<file path="config.mk">
export PLATFORM = sky130hd
export DESIGN_NAME = port_select_regs
export DESIGN_NICKNAME = d
export VERILOG_FILES = /design/src/common/link_regs_pkg.sv /design/src/verilog/pixel_freq_counter.sv /design/src/verilog/port_select_regs.sv
export SDC_FILE = /design/constraint.sdc
export NUM_CORES = 1
export LEC_CHECK = 0
export BUFFER_PORTS_ARGS = -buffer_cell sky130_fd_sc_hd__buf_4
export CORE_MARGIN = 4
export CORE_UTILIZATION = 57
export CTS_CLUSTER_SIZE = 8
export DETAILED_ROUTE_END_ITERATION = 8
export PLACE_DENSITY = 0.76
export SYNTH_ARGS = -nofsm -noshare
export SYNTH_HDL_FRONTEND = slang
export SYNTH_SLANG_ARGS = --single-unit
</file>
<file path="constraint.sdc">
create_clock -name clk -period 7.3 [get_ports clk]
set_clock_uncertainty 0.15 [all_clocks]
set_input_delay 0.73 -clock clk [delete_from_list [all_inputs] [get_ports clk]]
set_output_delay 0.73 -clock clk [all_outputs]
set_load 0.02 [all_outputs]
</file>
<file path="src/common/link_regs_pkg.sv">
// Shared constants and types for the port selection and pixel frequency registers
package link_regs_pkg;

  localparam logic [7:0] PORT_SEL_OFFSET  = 8'h1e;
  localparam logic [7:0] FREQ_CNT_OFFSET  = 8'h1f;

  localparam int         FIRST_SEL_BIT    = 0;
  localparam int         SECOND_SEL_BIT   = 1;
  localparam int         SEC_ADDR_EN_BIT  = 2;
  localparam int         PORT_SEL_W       = 3;
  localparam logic [2:0] PORT_SEL_RESET   = 3'h1;
  localparam logic [7:0] FREQ_CNT_RESET   = 8'h00;
  localparam logic [7:0] FREQ_CNT_MAX     = 8'hff;

  localparam logic [6:0] SEC_ADDR_STEP    = 7'h01;
  localparam int         RW_BIT           = 0;
  localparam logic [3:0] BYTE_BITS        = 4'h8;

  localparam int         CLK_PERIOD_NS    = 4;
  localparam int         OSC_PERIOD_NS    = 40;
  localparam int         OSC_CYCLES       = (OSC_PERIOD_NS + CLK_PERIOD_NS - 1) / CLK_PERIOD_NS;

  typedef enum logic [8:0] {
    S_IDLE      = 9'h001,
    S_ADDR      = 9'h002,
    S_ADDR_ACK  = 9'h004,
    S_PTR       = 9'h008,
    S_PTR_ACK   = 9'h010,
    S_WDATA     = 9'h020,
    S_WDATA_ACK = 9'h040,
    S_RDATA     = 9'h080,
    S_RDATA_ACK = 9'h100
  } bus_state_t;

  typedef struct packed {
    logic wr_first;
    logic wr_second;
    logic rd_second;
  } route_t;

  typedef struct packed {
    logic       strobe;
    logic       first;
    logic       second;
    logic [7:0] addr;
    logic [7:0] data;
  } reg_write_t;

  typedef struct packed {
    logic       second;
    logic [7:0] addr;
  } reg_read_t;

endpackage

</file>
<file path="src/verilog/pixel_freq_counter.sv">
// Pixel clock edge counter over a window timed in oscillator periods
`timescale 1ns/10ps
module pixel_freq_counter #(
  parameter int osc_cycles = link_regs_pkg::OSC_CYCLES
) (
  input  wire logic       clk,
  input  wire logic       resetn,
  input  wire logic       start,
  input  wire logic [7:0] window_value,
  input  wire logic       pixel_clock,
  output logic      [7:0] count,
  output logic            busy
);
  import link_regs_pkg::*;

  localparam int WIN_W = 8 + $clog2(osc_cycles + 1);

  if (osc_cycles < 1) begin : g_bad_cycles
    $error("Window needs at least one clock cycle per oscillator period");
  end

  logic [WIN_W-1:0] win_cnt;
  logic [WIN_W-1:0] next_win_cnt;
  logic [WIN_W-1:0] win_len;
  logic [7:0]       next_count;
  logic             next_busy;
  logic             pix_q;
  logic             pix_rise;

  // Pixel clock is sampled, so it must stay at or below half of clk to be counted faithfully
  assign pix_rise = pixel_clock & ~pix_q;
  assign win_len  = WIN_W'(window_value) * WIN_W'(osc_cycles);

  always_comb begin
    next_win_cnt = win_cnt;
    next_count   = count;
    next_busy    = busy;
    if (start) begin
      next_win_cnt = win_len;
      next_busy    = (win_len != '0);
      next_count   = FREQ_CNT_RESET;
    end else if (busy) begin
      next_win_cnt = WIN_W'(win_cnt - 1'b1);
      next_busy    = (win_cnt != WIN_W'(1));
      if (pix_rise && count != FREQ_CNT_MAX) begin
        next_count = 8'(count + 8'h01);
      end
    end
  end

  always_ff @(posedge clk) begin
    if (!resetn) begin
      win_cnt <= '0;
      count   <= FREQ_CNT_RESET;
      busy    <= 1'b0;
      pix_q   <= 1'b0;
    end else begin
      win_cnt <= next_win_cnt;
      count   <= next_count;
      busy    <= next_busy;
      pix_q   <= pixel_clock;
    end
  end

  // Helper logic for the window length check
  logic [WIN_W-1:0] elapsed;
  logic [WIN_W-1:0] len_seen;

  always_ff @(posedge clk) begin
    if (!resetn) begin
      elapsed  <= '0;
      len_seen <= '0;
    end else if (start) begin
      elapsed  <= '0;
      len_seen <= win_len;
    end else if (busy) begin
      elapsed  <= WIN_W'(elapsed + 1'b1);
    end
  end
endmodule

</file>
<file path="src/verilog/port_select_regs.sv">
// Serial control target with link port steering and pixel frequency counter
// Contract
// - Secondary enable set: also answer the primary target address plus one.
// - Secondary address accesses reach second link and common registers.
// - Second select set: primary writes go to second link and common registers.
// - Second select set: primary reads return second link and common registers.
// - First select set: primary writes go to first link and common registers.
// - Both selects set: primary reads return second link values.
// - Secondary enable set: link select bits are ignored for primary accesses.
// - Any write to frequency register starts a pixel edge measurement.
// - Window equals written value times oscillator period, nominally 40 ns.
// - Reading frequency register returns pixel edges counted in the window.
// - Pixel edge count saturates at full scale instead of wrapping.
`timescale 1ns/10ps
module port_select_regs #(
  parameter int osc_period_ns = link_regs_pkg::OSC_PERIOD_NS
) (
  input  wire logic                      clk,
  input  wire logic                      resetn,
  input  wire logic [6:0]                primary_target_address,
  input  wire logic                      scl_in,
  input  wire logic                      sda_in,
  output logic                           sda_out,
  output logic                           sda_oe,
  input  wire logic                      pixel_clock,
  input  wire logic [7:0]                ext_rd_data,
  output link_regs_pkg::reg_write_t      reg_wr,
  output link_regs_pkg::reg_read_t       reg_rd
);
  import link_regs_pkg::*;

  localparam int osc_cycles = (osc_period_ns + CLK_PERIOD_NS - 1) / CLK_PERIOD_NS;

  if (osc_period_ns < CLK_PERIOD_NS) begin : g_bad_period
    $error("Oscillator period shorter than one clock cycle");
  end

  function automatic route_t link_route(input logic via_sec, input logic [2:0] sel);
    route_t r;
    if (via_sec) begin
      r = '{wr_first: 1'b0, wr_second: 1'b1, rd_second: 1'b1};
    end else if (sel[SEC_ADDR_EN_BIT]) begin
      r = '{wr_first: 1'b1, wr_second: 1'b0, rd_second: 1'b0};
    end else begin
      r.wr_first  = sel[FIRST_SEL_BIT];
      r.wr_second = sel[SECOND_SEL_BIT];
      r.rd_second = sel[SECOND_SEL_BIT];
    end
    return r;
  endfunction

  function automatic logic [7:0] read_byte(input logic [7:0] addr, input logic [2:0] sel,
                                           input logic [7:0] freq, input logic [7:0] ext);
    logic [7:0] b;
    b = ext;
    if (addr == PORT_SEL_OFFSET) begin
      b = {5'h00, sel};
    end else if (addr == FREQ_CNT_OFFSET) begin
      b = freq;
    end
    return b;
  endfunction

  bus_state_t  state;
  bus_state_t  next_state;
  logic [3:0]  bit_cnt;
  logic [3:0]  next_bit_cnt;
  logic [7:0]  shreg;
  logic [7:0]  next_shreg;
  logic [7:0]  ptr;
  logic [7:0]  next_ptr;
  logic        rw;
  logic        next_rw;
  logic        via_sec;
  logic        next_via_sec;
  logic        next_sda_oe;
  logic [2:0]  port_sel;
  logic [2:0]  next_port_sel;
  reg_write_t  next_reg_wr;
  reg_read_t   next_reg_rd;
  logic        freq_start;
  logic        next_freq_start;
  logic [7:0]  freq_window;
  logic [7:0]  next_freq_window;
  logic [7:0]  freq_count;
  logic        freq_busy;
  logic        scl_q;
  logic        sda_q;
  logic        start_cond;
  logic        stop_cond;
  logic        scl_rise;
  logic        scl_fall;
  logic        byte_done;
  logic        addr_primary;
  logic        addr_second;
  logic [7:0]  rd_byte;
  route_t      route;

  assign start_cond   = scl_in & scl_q & sda_q & ~sda_in;
  assign stop_cond    = scl_in & scl_q & ~sda_q & sda_in;
  assign scl_rise     = scl_in & ~scl_q;
  assign scl_fall     = ~scl_in & scl_q;
  assign byte_done    = scl_fall && bit_cnt == BYTE_BITS;
  assign addr_primary = shreg[7:1] == primary_target_address;
  assign addr_second  = port_sel[SEC_ADDR_EN_BIT]
                        && shreg[7:1] == 7'(primary_target_address + SEC_ADDR_STEP);
  assign route        = link_route(via_sec, port_sel);
  assign rd_byte      = read_byte(ptr, port_sel, freq_count, ext_rd_data);

  always_comb begin
    next_state       = state;
    next_bit_cnt     = bit_cnt;
    next_shreg       = shreg;
    next_ptr         = ptr;
    next_rw          = rw;
    next_via_sec     = via_sec;
    next_sda_oe      = sda_oe;
    next_port_sel    = port_sel;
    next_freq_start  = 1'b0;
    next_freq_window = freq_window;
    next_reg_wr      = reg_wr;
    next_reg_wr.strobe = 1'b0;
    next_reg_rd      = '{second: route.rd_second, addr: ptr};
    case (state)
      S_IDLE: begin
      end
      S_ADDR, S_PTR, S_WDATA: begin
        if (scl_rise) begin
          next_shreg   = {shreg[6:0], sda_in};
          next_bit_cnt = 4'(bit_cnt + 4'h1);
        end
        if (byte_done) begin
          next_sda_oe = 1'b1;
          if (state == S_ADDR) begin
            if (addr_primary || addr_second) begin
              next_via_sec = addr_second;
              next_rw      = shreg[RW_BIT];
              next_state   = S_ADDR_ACK;
            end else begin
              next_sda_oe  = 1'b0;
              next_state   = S_IDLE;
            end
          end else if (state == S_PTR) begin
            next_ptr   = shreg;
            next_state = S_PTR_ACK;
          end else begin
            next_state = S_WDATA_ACK;
            if (ptr == PORT_SEL_OFFSET) begin
              next_port_sel = shreg[PORT_SEL_W-1:0];
            end else if (ptr == FREQ_CNT_OFFSET) begin
              next_freq_start  = 1'b1;
              next_freq_window = shreg;
            end else begin
              next_reg_wr = '{strobe: 1'b1, first: route.wr_first, second: route.wr_second,
                              addr: ptr, data: shreg};
            end
          end
        end
      end
      S_ADDR_ACK: begin
        if (scl_fall) begin
          next_bit_cnt = 4'h0;
          if (rw) begin
            next_shreg  = rd_byte;
            next_sda_oe = ~rd_byte[7];
            next_state  = S_RDATA;
          end else begin
            next_sda_oe = 1'b0;
            next_state  = S_PTR;
          end
        end
      end
      S_PTR_ACK, S_WDATA_ACK: begin
        if (scl_fall) begin
          next_sda_oe  = 1'b0;
          next_bit_cnt = 4'h0;
          next_state   = S_WDATA;
          if (state == S_WDATA_ACK) begin
            next_ptr = 8'(ptr + 8'h01);
          end
        end
      end
      S_RDATA: begin
        if (scl_rise) begin
          next_bit_cnt = 4'(bit_cnt + 4'h1);
        end
        if (byte_done) begin
          next_sda_oe = 1'b0;
          next_state  = S_RDATA_ACK;
        end else if (scl_fall) begin
          next_shreg  = {shreg[6:0], 1'b0};
          next_sda_oe = ~shreg[6];
        end
      end
      S_RDATA_ACK: begin
        // A not-acknowledge ends the read; the pointer is left on the last byte sent
        if (scl_rise) begin
          if (sda_in) begin
            next_state = S_IDLE;
          end else begin
            next_ptr = 8'(ptr + 8'h01);
          end
        end else if (scl_fall) begin
          next_shreg   = rd_byte;
          next_sda_oe  = ~rd_byte[7];
          next_bit_cnt = 4'h0;
          next_state   = S_RDATA;
        end
      end
      default: begin
        next_state  = S_IDLE;
        next_sda_oe = 1'b0;
      end
    endcase
    if (start_cond) begin
      next_state   = S_ADDR;
      next_bit_cnt = 4'h0;
      next_sda_oe  = 1'b0;
    end else if (stop_cond) begin
      next_state  = S_IDLE;
      next_sda_oe = 1'b0;
    end
  end

  always_ff @(posedge clk) begin
    if (!resetn) begin
      state       <= S_IDLE;
      bit_cnt     <= 4'h0;
      shreg       <= 8'h00;
      ptr         <= 8'h00;
      rw          <= 1'b0;
      via_sec     <= 1'b0;
      sda_oe      <= 1'b0;
      sda_out     <= 1'b0;
      port_sel    <= PORT_SEL_RESET;
      freq_start  <= 1'b0;
      freq_window <= 8'h00;
      reg_wr      <= '0;
      reg_rd      <= '0;
      scl_q       <= 1'b1;
      sda_q       <= 1'b1;
    end else begin
      state       <= next_state;
      bit_cnt     <= next_bit_cnt;
      shreg       <= next_shreg;
      ptr         <= next_ptr;
      rw          <= next_rw;
      via_sec     <= next_via_sec;
      sda_oe      <= next_sda_oe;
      sda_out     <= 1'b0;
      port_sel    <= next_port_sel;
      freq_start  <= next_freq_start;
      freq_window <= next_freq_window;
      reg_wr      <= next_reg_wr;
      reg_rd      <= next_reg_rd;
      scl_q       <= scl_in;
      sda_q       <= sda_in;
    end
  end

  pixel_freq_counter #(
    .osc_cycles   (osc_cycles)
  ) u_freq (
    .clk          (clk),
    .resetn       (resetn),
    .start        (freq_start),
    .window_value (freq_window),
    .pixel_clock  (pixel_clock),
    .count        (freq_count),
    .busy         (freq_busy)
  );
endmodule
</file>
==> results.md, run 1 <==
* Status: finished, final reports clean
* RSZ-0062 raised after global routing: false
* Final worst slack at 3.96 ns
* Core area at 0.00885 mm^2
* RR Startpoint: state[1]
* EDFF count, synth at 0
* First-pass GRT wire length at 21.5 mm
* Switching power at 0.000250 W
* Crit path launch: state[1]
* Place WS at 3.98 ns
* Avg Cell Area, Syn at 8.13 um^2
* Final setup viols at 0
* Netlist Area Pre-Place at 0.00525 mm^2
* Inserted Diodes at 0
* Port bufs at 48
* Final Total Pwr at 0.000930 W
* Cells resized by post-CTS repair at 0
* Cell Int Power at 0.000680 W
* Arrival time of the worst setup path at 3.44 ns
* Routed WL per cell at 16.3 um
* H-tree Lvls at 3
* Worst Setup End Kind: flop
* Final min period at 3.34 ns
* Die area at 0.0108 mm^2
* Reg clk slew, reported paths at 0.10 ns
* Post-Syn Nets at 690
* Layout area overhead at 10.1%
* Leak at 2.38 nW
* Remaining Overflow, GRT at 0
* Ys flop type: dfxtp_1
* Sw Share at 26.9%
* Root buf cell: clkbuf_8
* CTS tree: done
* Die Y-Extent at 104 um
* Final HPWL DP at 9.25 mm
* Worst slew margin at 34.3%
* Largest net degree at the start of global routing at 46
* Setup Buffers After CTS at 0
* Post-Synth Simple-Gate Area at 26.0%
* Synth Area in Adders at 5.86%
* Combinational share of power at 7.5%
* Final worst path period share at 45.8%
* Top Ports at 50
* DRT antenna net count at 0
* Clock power share at 35.3%
* DIE WIDTH at 104 um
* Synth unique cells at 69
* Post-Synthesis Cells at 646
* Final hold viol count at 0
* DR iter-0 viols at 271
* Total number of vias at 4724
* Finished Cell Area at 0.00578 mm^2
* Worst Hold Class: reg -> reg
* Placed Instance Area at 0.00560 mm^2
* Worst setup SP type: flop
* Synth Area in Compound Gates at 17.2%
* Sequential power share at 57.2%
* Pwr/cell area at 161 mW/mm^2
* Ys async rst share at 0%
* Fmax at 0.299 GHz
* Slew @ Worst Pin at 0.981 ns
* GR Util All Layers at 23.8%
* # nets final at 715
* Max-slew violation count at 0
* CTS sink count at 96
* Mux cell area share after synthesis at 4.19%
* Post-Synth XOR/XNOR Area at 5.84%
* Initial Util at 59.3%
* Via-per-instance ratio at 6.03
* CTS Hold Bufs at 0
* Largest family of logic cells by synthesized area: simple AND/OR/NAND/NOR gates
* Syn. warnings at 0
* # rows at 34
* Share of layout cells above drive strength 1 at 12.1%
* Most frequent cells in the layout: dfxtp_1, nand2_1, nor2_1
* Hold_sp: reg_wr[11]
* Filler instances at 776
* WS Path Type: reg -> reg
* Seq/Total Area, Yosys at 36.6%
* Vias in the first global route at 4460
* RePlAce Congestion at 0.914
* Final Util at 65.3%
* Worst Path Required at 7.40 ns
* Detailed Routing Iterations Pass 1 at 4
* Cts bufs inserted at 9
* Clock latency on the worst-skew pair at 0.37 ns
* CTS max path bufs at 2
* Initial antenna violation count at 0
* TNS Setup at 0 ns
* Maximum VDD drop at 96.7 uV
* Yosys reg bits at 96
* Max-Cap Viols at 0
* Final WL at 12.7 mm
* DRC at 0
* Commonest non-fill, non-tap cell in the layout: dfxtp_1
* Crit Path Max Fanout at 17
## cell families after synthesis
| kind of cell | after synthesis |
|---|---|
| simple gates | 273 |
| other cells | 1 |
| compound gates | 142 |
| flops | 96 |
| fa+ha+maj | 24 |
| buf+inv | 53 |
| xor+xnor | 35 |
| mux | 22 |
## power groups by stage
stage	Sequential (W)	Combinational, W	Clock (W)
after floorplan	0.000541	0.0000485	0
after global placement	0.000544	0.0000677	0
after detailed placement	0.000544	0.0000684	0
after CTS	0.000532	0.0000689	0.000337
after global routing	0.000533	0.0000762	0.000355
final	0.000532	0.0000698	0.000328
## Yosys cell counts (3+ instances only)
cell / count / area [um^2]
and4b_1: 3 / 30.0
nor2_1: 76 / 285
nor4_1: 11 / 68.8
ha_1: 23 / 288
nand3b_1: 9 / 67.6
a21o_1: 6 / 45.0
or4_1: 4 / 30.0
nand2b_1: 5 / 31.3
a211oi_1: 5 / 37.5
clkbuf_1: 23 / 86.3
o31ai_1: 3 / 22.5
nand3_1: 15 / 75.1
nand4_1: 8 / 50.1
a22oi_1: 7 / 52.6
mux2i_1: 22 / 220
buf_2: 7 / 35.0
o21ai_1: 5 / 25.0
dfxtp_1: 96 / 1920
nor4b_1: 4 / 35.0
xor2_1: 20 / 175
nor3_1: 14 / 70.1
o211ai_1: 4 / 30.0
o21ai_0: 21 / 105
or3_1: 6 / 37.5
and2_1: 10 / 62.6
nor2b_1: 4 / 25.0
a21oi_1: 63 / 315
xnor2_1: 15 / 131
o21bai_1: 3 / 22.5
inv_1: 18 / 67.6
nand2_1: 77 / 289
and3_1: 12 / 75.1
## critical path: stages (launching register included)
cell and delay [ns]:
dfxtp_1 0.43, or4_4 0.59, or4b_4 0.57, nand2_4 0.19
a21oi_2 0.10, a2111oi_4 0.84, mux2i_1 0.28, nor2_1 0.06
## metrics by stage
step	cells	hold WS, ns
2_1_floorplan	646	0.311
3_3_place_gp	768	0.292
3_5_place_dp	768	0.296
4_1_cts	784	0.310
5_1_grt	784	0.330
6_report	784	0.310
## path summary, 6_finish.rpt
check | slack (ns) | end | cells past startpoint
setup / recovery | 3.96 | shreg[3] | 7
hold / removal | 0.31 | reg_wr[11] | 2
setup reg to reg | 3.96 | shreg[3] | 7
hold reg to reg | 0.31 | reg_wr[11] | 2
## state kept, by name, indices dropped and copies added (netlist names)
register / flops
u_freq.count: 8
rw: 1
port_sel: 3
ptr: 8
u_freq.win_cnt: 12
reg_wr: 19
state: 9
freq_window: 8
reg_rd: 9
sda_oe: 1
shreg: 8
freq_start: 1
u_freq.pix_q: 1
scl_q: 1
sda_q: 1
via_sec: 1
u_freq.busy: 1
bit_cnt: 4
## routing by layer
layer / global-route usage, % / wire, um
met4: 11.1 / 374
met3: 4.10 / 918
met5: 0 / 0
met1: 31.4 / 5510
met2: 38.1 / 5940
## area by class of cell
type | instances | area [um^2] | area share [%]
Clock buffer | 9 | 124 | 2.14
Clock inverter | 7 | 58.8 | 1.02
Inverter | 18 | 67.6 | 1.17
Multi-Input combinational cell | 497 | 3110 | 53.7
Sequential cell | 96 | 1920 | 33.2
Tap cell | 108 | 135 | 2.34
Timing Repair Buffer | 49 | 368 | 6.36
(Power assumes the default switching activity.)
==> inputs of run 2 (changes only) <==
==> constraint.sdc (replaced) <==
create_clock -name clk -period 3.25 [get_ports clk]
set_clock_uncertainty 0.15 [all_clocks]
set_input_delay 0.325 -clock clk [delete_from_list [all_inputs] [get_ports clk]]
set_output_delay 0.325 -clock clk [all_outputs]
set_load 0.02 [all_outputs]
==> run 2 against run 1 <==
Against the previous run:
- final cell count rose by 1.9%
- non-clock buffer count grew 15
- fmax up 9.9%
- first-iteration DRC count rose by 15%
- clock power grew 130%
==> results.md, run 2 (synthesized netlist as in run 1, its figures left out) <==
* Critical path, cell by cell: or4_4, or4b_4, nand2_4, a21oi_2, a2111oi_4, buf_4, mux2i_1, nor2_1
* Final worst path period share at 93.6% (+48 points)
* RePlAce Congestion at 0.919 (+0.54%)
* TNS Setup at 0 ns (unchanged)
* Final Util at 66.6% (+1.2 points)
* Pwr/cell area at 358 mW/mm^2 (+120%)
* First-pass GRT wire length at 22.7 mm (+5.8%)
* Worst slew margin at 32.0% (-2.3 points)
* Max-Cap Viols at 0 (unchanged)
* Detailed Routing Iterations Pass 1 at 5 (+1)
* Reg clk slew, reported paths at 0.10 ns (about the same)
* Initial Util at 59.3% (unchanged)
* Die area at 0.0108 mm^2 (unchanged)
* Status: finished, final reports clean
* Commonest non-fill, non-tap cell in the layout: dfxtp_1
* Arrival time of the worst setup path at 3.12 ns (-0.32 ns)
* CTS tree: done
* Root buf cell: clkbuf_8
* Die Y-Extent at 104 um (unchanged)
* Final WL at 13.4 mm (+5.0%)
* # nets final at 730 (+2.1%)
* Largest registers: reg_wr: 19 flops, u_freq.win_cnt: 12 flops
* Via-per-instance ratio at 6.02 (-0.13%)
* Place WS at 0.261 ns (-3.72 ns)
* Routed WL per cell at 16.7 um (+3.0%)
* Final min period at 3.04 ns (-0.301 ns)
* Cts bufs inserted at 9 (unchanged)
* H-tree Lvls at 3 (unchanged)
* Worst Hold Class: in -> reg
* Hold_ws at 0.0189 ns (-0.291 ns)
* Worst Path Required at 3.33 ns (-4.07 ns)
* Setup Buffers After CTS at 0 (unchanged)
* Most frequent cells in the layout: dfxtp_1, nand2_1, nor2_1
* CTS Hold Bufs at 0 (unchanged)
* DR iter-0 viols at 313 (+15%)
* Clock latency on the worst-skew pair at 0.37 ns (about the same)
* Top Ports at 50 (unchanged)
* WS Path Type: reg -> reg
* Maximum VDD drop at 219 uV (+130%)
* Worst setup SP type: flop
* Met3 usage at 3.72% (-0.37 points)
* Leak at 2.45 nW (+2.9%)
* Port bufs at 48 (unchanged)
* Initial antenna violation count at 0 (unchanged)
* Largest net degree at the start of global routing at 30 (-35%)
* RSZ-0062 raised after global routing: false
* Family with the most delay on the worst path: simple AND/OR/NAND/NOR gates
* Inserted Diodes at 0 (unchanged)
* Crit Path Max Fanout at 17 (unchanged)
* Fmax at 0.329 GHz (+9.9%)
* CTS max path bufs at 2 (unchanged)
* Grt peak-use layer: met2
* Worst Setup End Kind: flop
* Max-slew violation count at 0 (unchanged)
* Met2 Usage GRT at 43.1% (+5.0 points)
* Final setup viols at 0 (unchanged)
* DRT antenna net count at 0 (unchanged)
* Core area at 0.00885 mm^2 (unchanged)
* Layout area overhead at 12.2%
* Final worst slack at 0.209 ns (-3.75 ns)
* Share of layout cells above drive strength 1 at 13.9% (+1.8 points)
* Final HPWL DP at 9.87 mm (+6.7%)
* DRC at 0 (unchanged)
* Slew @ Worst Pin at 1.02 ns (+0.0373 ns)
* Remaining Overflow, GRT at 0 (unchanged)
* Total number of vias at 4808 (+1.8%)
* # rows at 34 (unchanged)
* Largest Register: reg_wr
* Final Total Pwr at 0.00211 W (+130%)
* Final hold viol count at 0 (unchanged)
* Vias in the first global route at 4713 (+5.7%)
* Max reg flops at 19 (unchanged)
* Met1 usage at 32.4% (+0.98 points)
* CTS sink count at 96 (unchanged)
* GR Util All Layers at 25.2% (+1.4 points)
* Critical path buffer and inverter count at 1 (+1)
* Filler instances at 769 (-0.90%)
* CP max-delay cell: or4_4
* Cells resized by post-CTS repair at 0 (unchanged)
* DIE WIDTH at 104 um (unchanged)
* Max stage delay on crit path at 0.60 ns (-0.24 ns)
run 2: changes by cell type in the layout (fill, tap and decap cells not counted):
cell	delta
buf_4	+15
clkbuf_1	+1
clkinv_2	-2
clkinv_8	-1
clkinvlp_4	+1
inv_8	+1
run 2: worst min-delay path, stage by stage:
cell and delay, ns:
buf_4 0.10, inv_1 0.05, nand2_1 0.04
run 2: final cells by class:
class | instances | area, um^2 | share of cell area [%]
well taps | 108 | 135 | 2.29
repair buffers | 64 | 480 | 8.16
inverters | 18 | 67.6 | 1.15
multi-input cells | 497 | 3110 | 52.7
clock buffers | 10 | 128 | 2.17
clock inverters | 6 | 51.3 | 0.871
flip-flops and latches | 96 | 1920 | 32.6
run 2: final timing paths:
kind | slack, ns | end | cells past startpoint | from
max | 0.21 | shreg[6] | 8 | state[1]
min | 0.02 | scl_q | 3 | scl_in
max reg2reg | 0.21 | shreg[6] | 8 | state[1]
min reg2reg | 0.31 | reg_wr[7] | 2 | reg_wr[7]
run 2: metal layers:
| metal | wire length [um] | up-vias |
|---|---|---|
| met1 | 5810 | 2264 |
| met4 | 278 | 0 |
| met2 | 6580 | 161 |
| li1 | - | 2354 |
| met3 | 704 | 29 |
| met5 | 0 | - |
run 2: power breakdown:
group          switching [W]  internal, W
Combinational       0.000101    0.0000636
Clock               0.000461     0.000288
Sequential         0.0000117      0.00118
run 2: per-stage QoR:
step                std cells  instance area, um^2
floorplan                 646                 5250
global placement          783                 5710
detailed placement        783                 5710
CTS                       799                 5890
global route              799                 5890
finish                    799                 5890
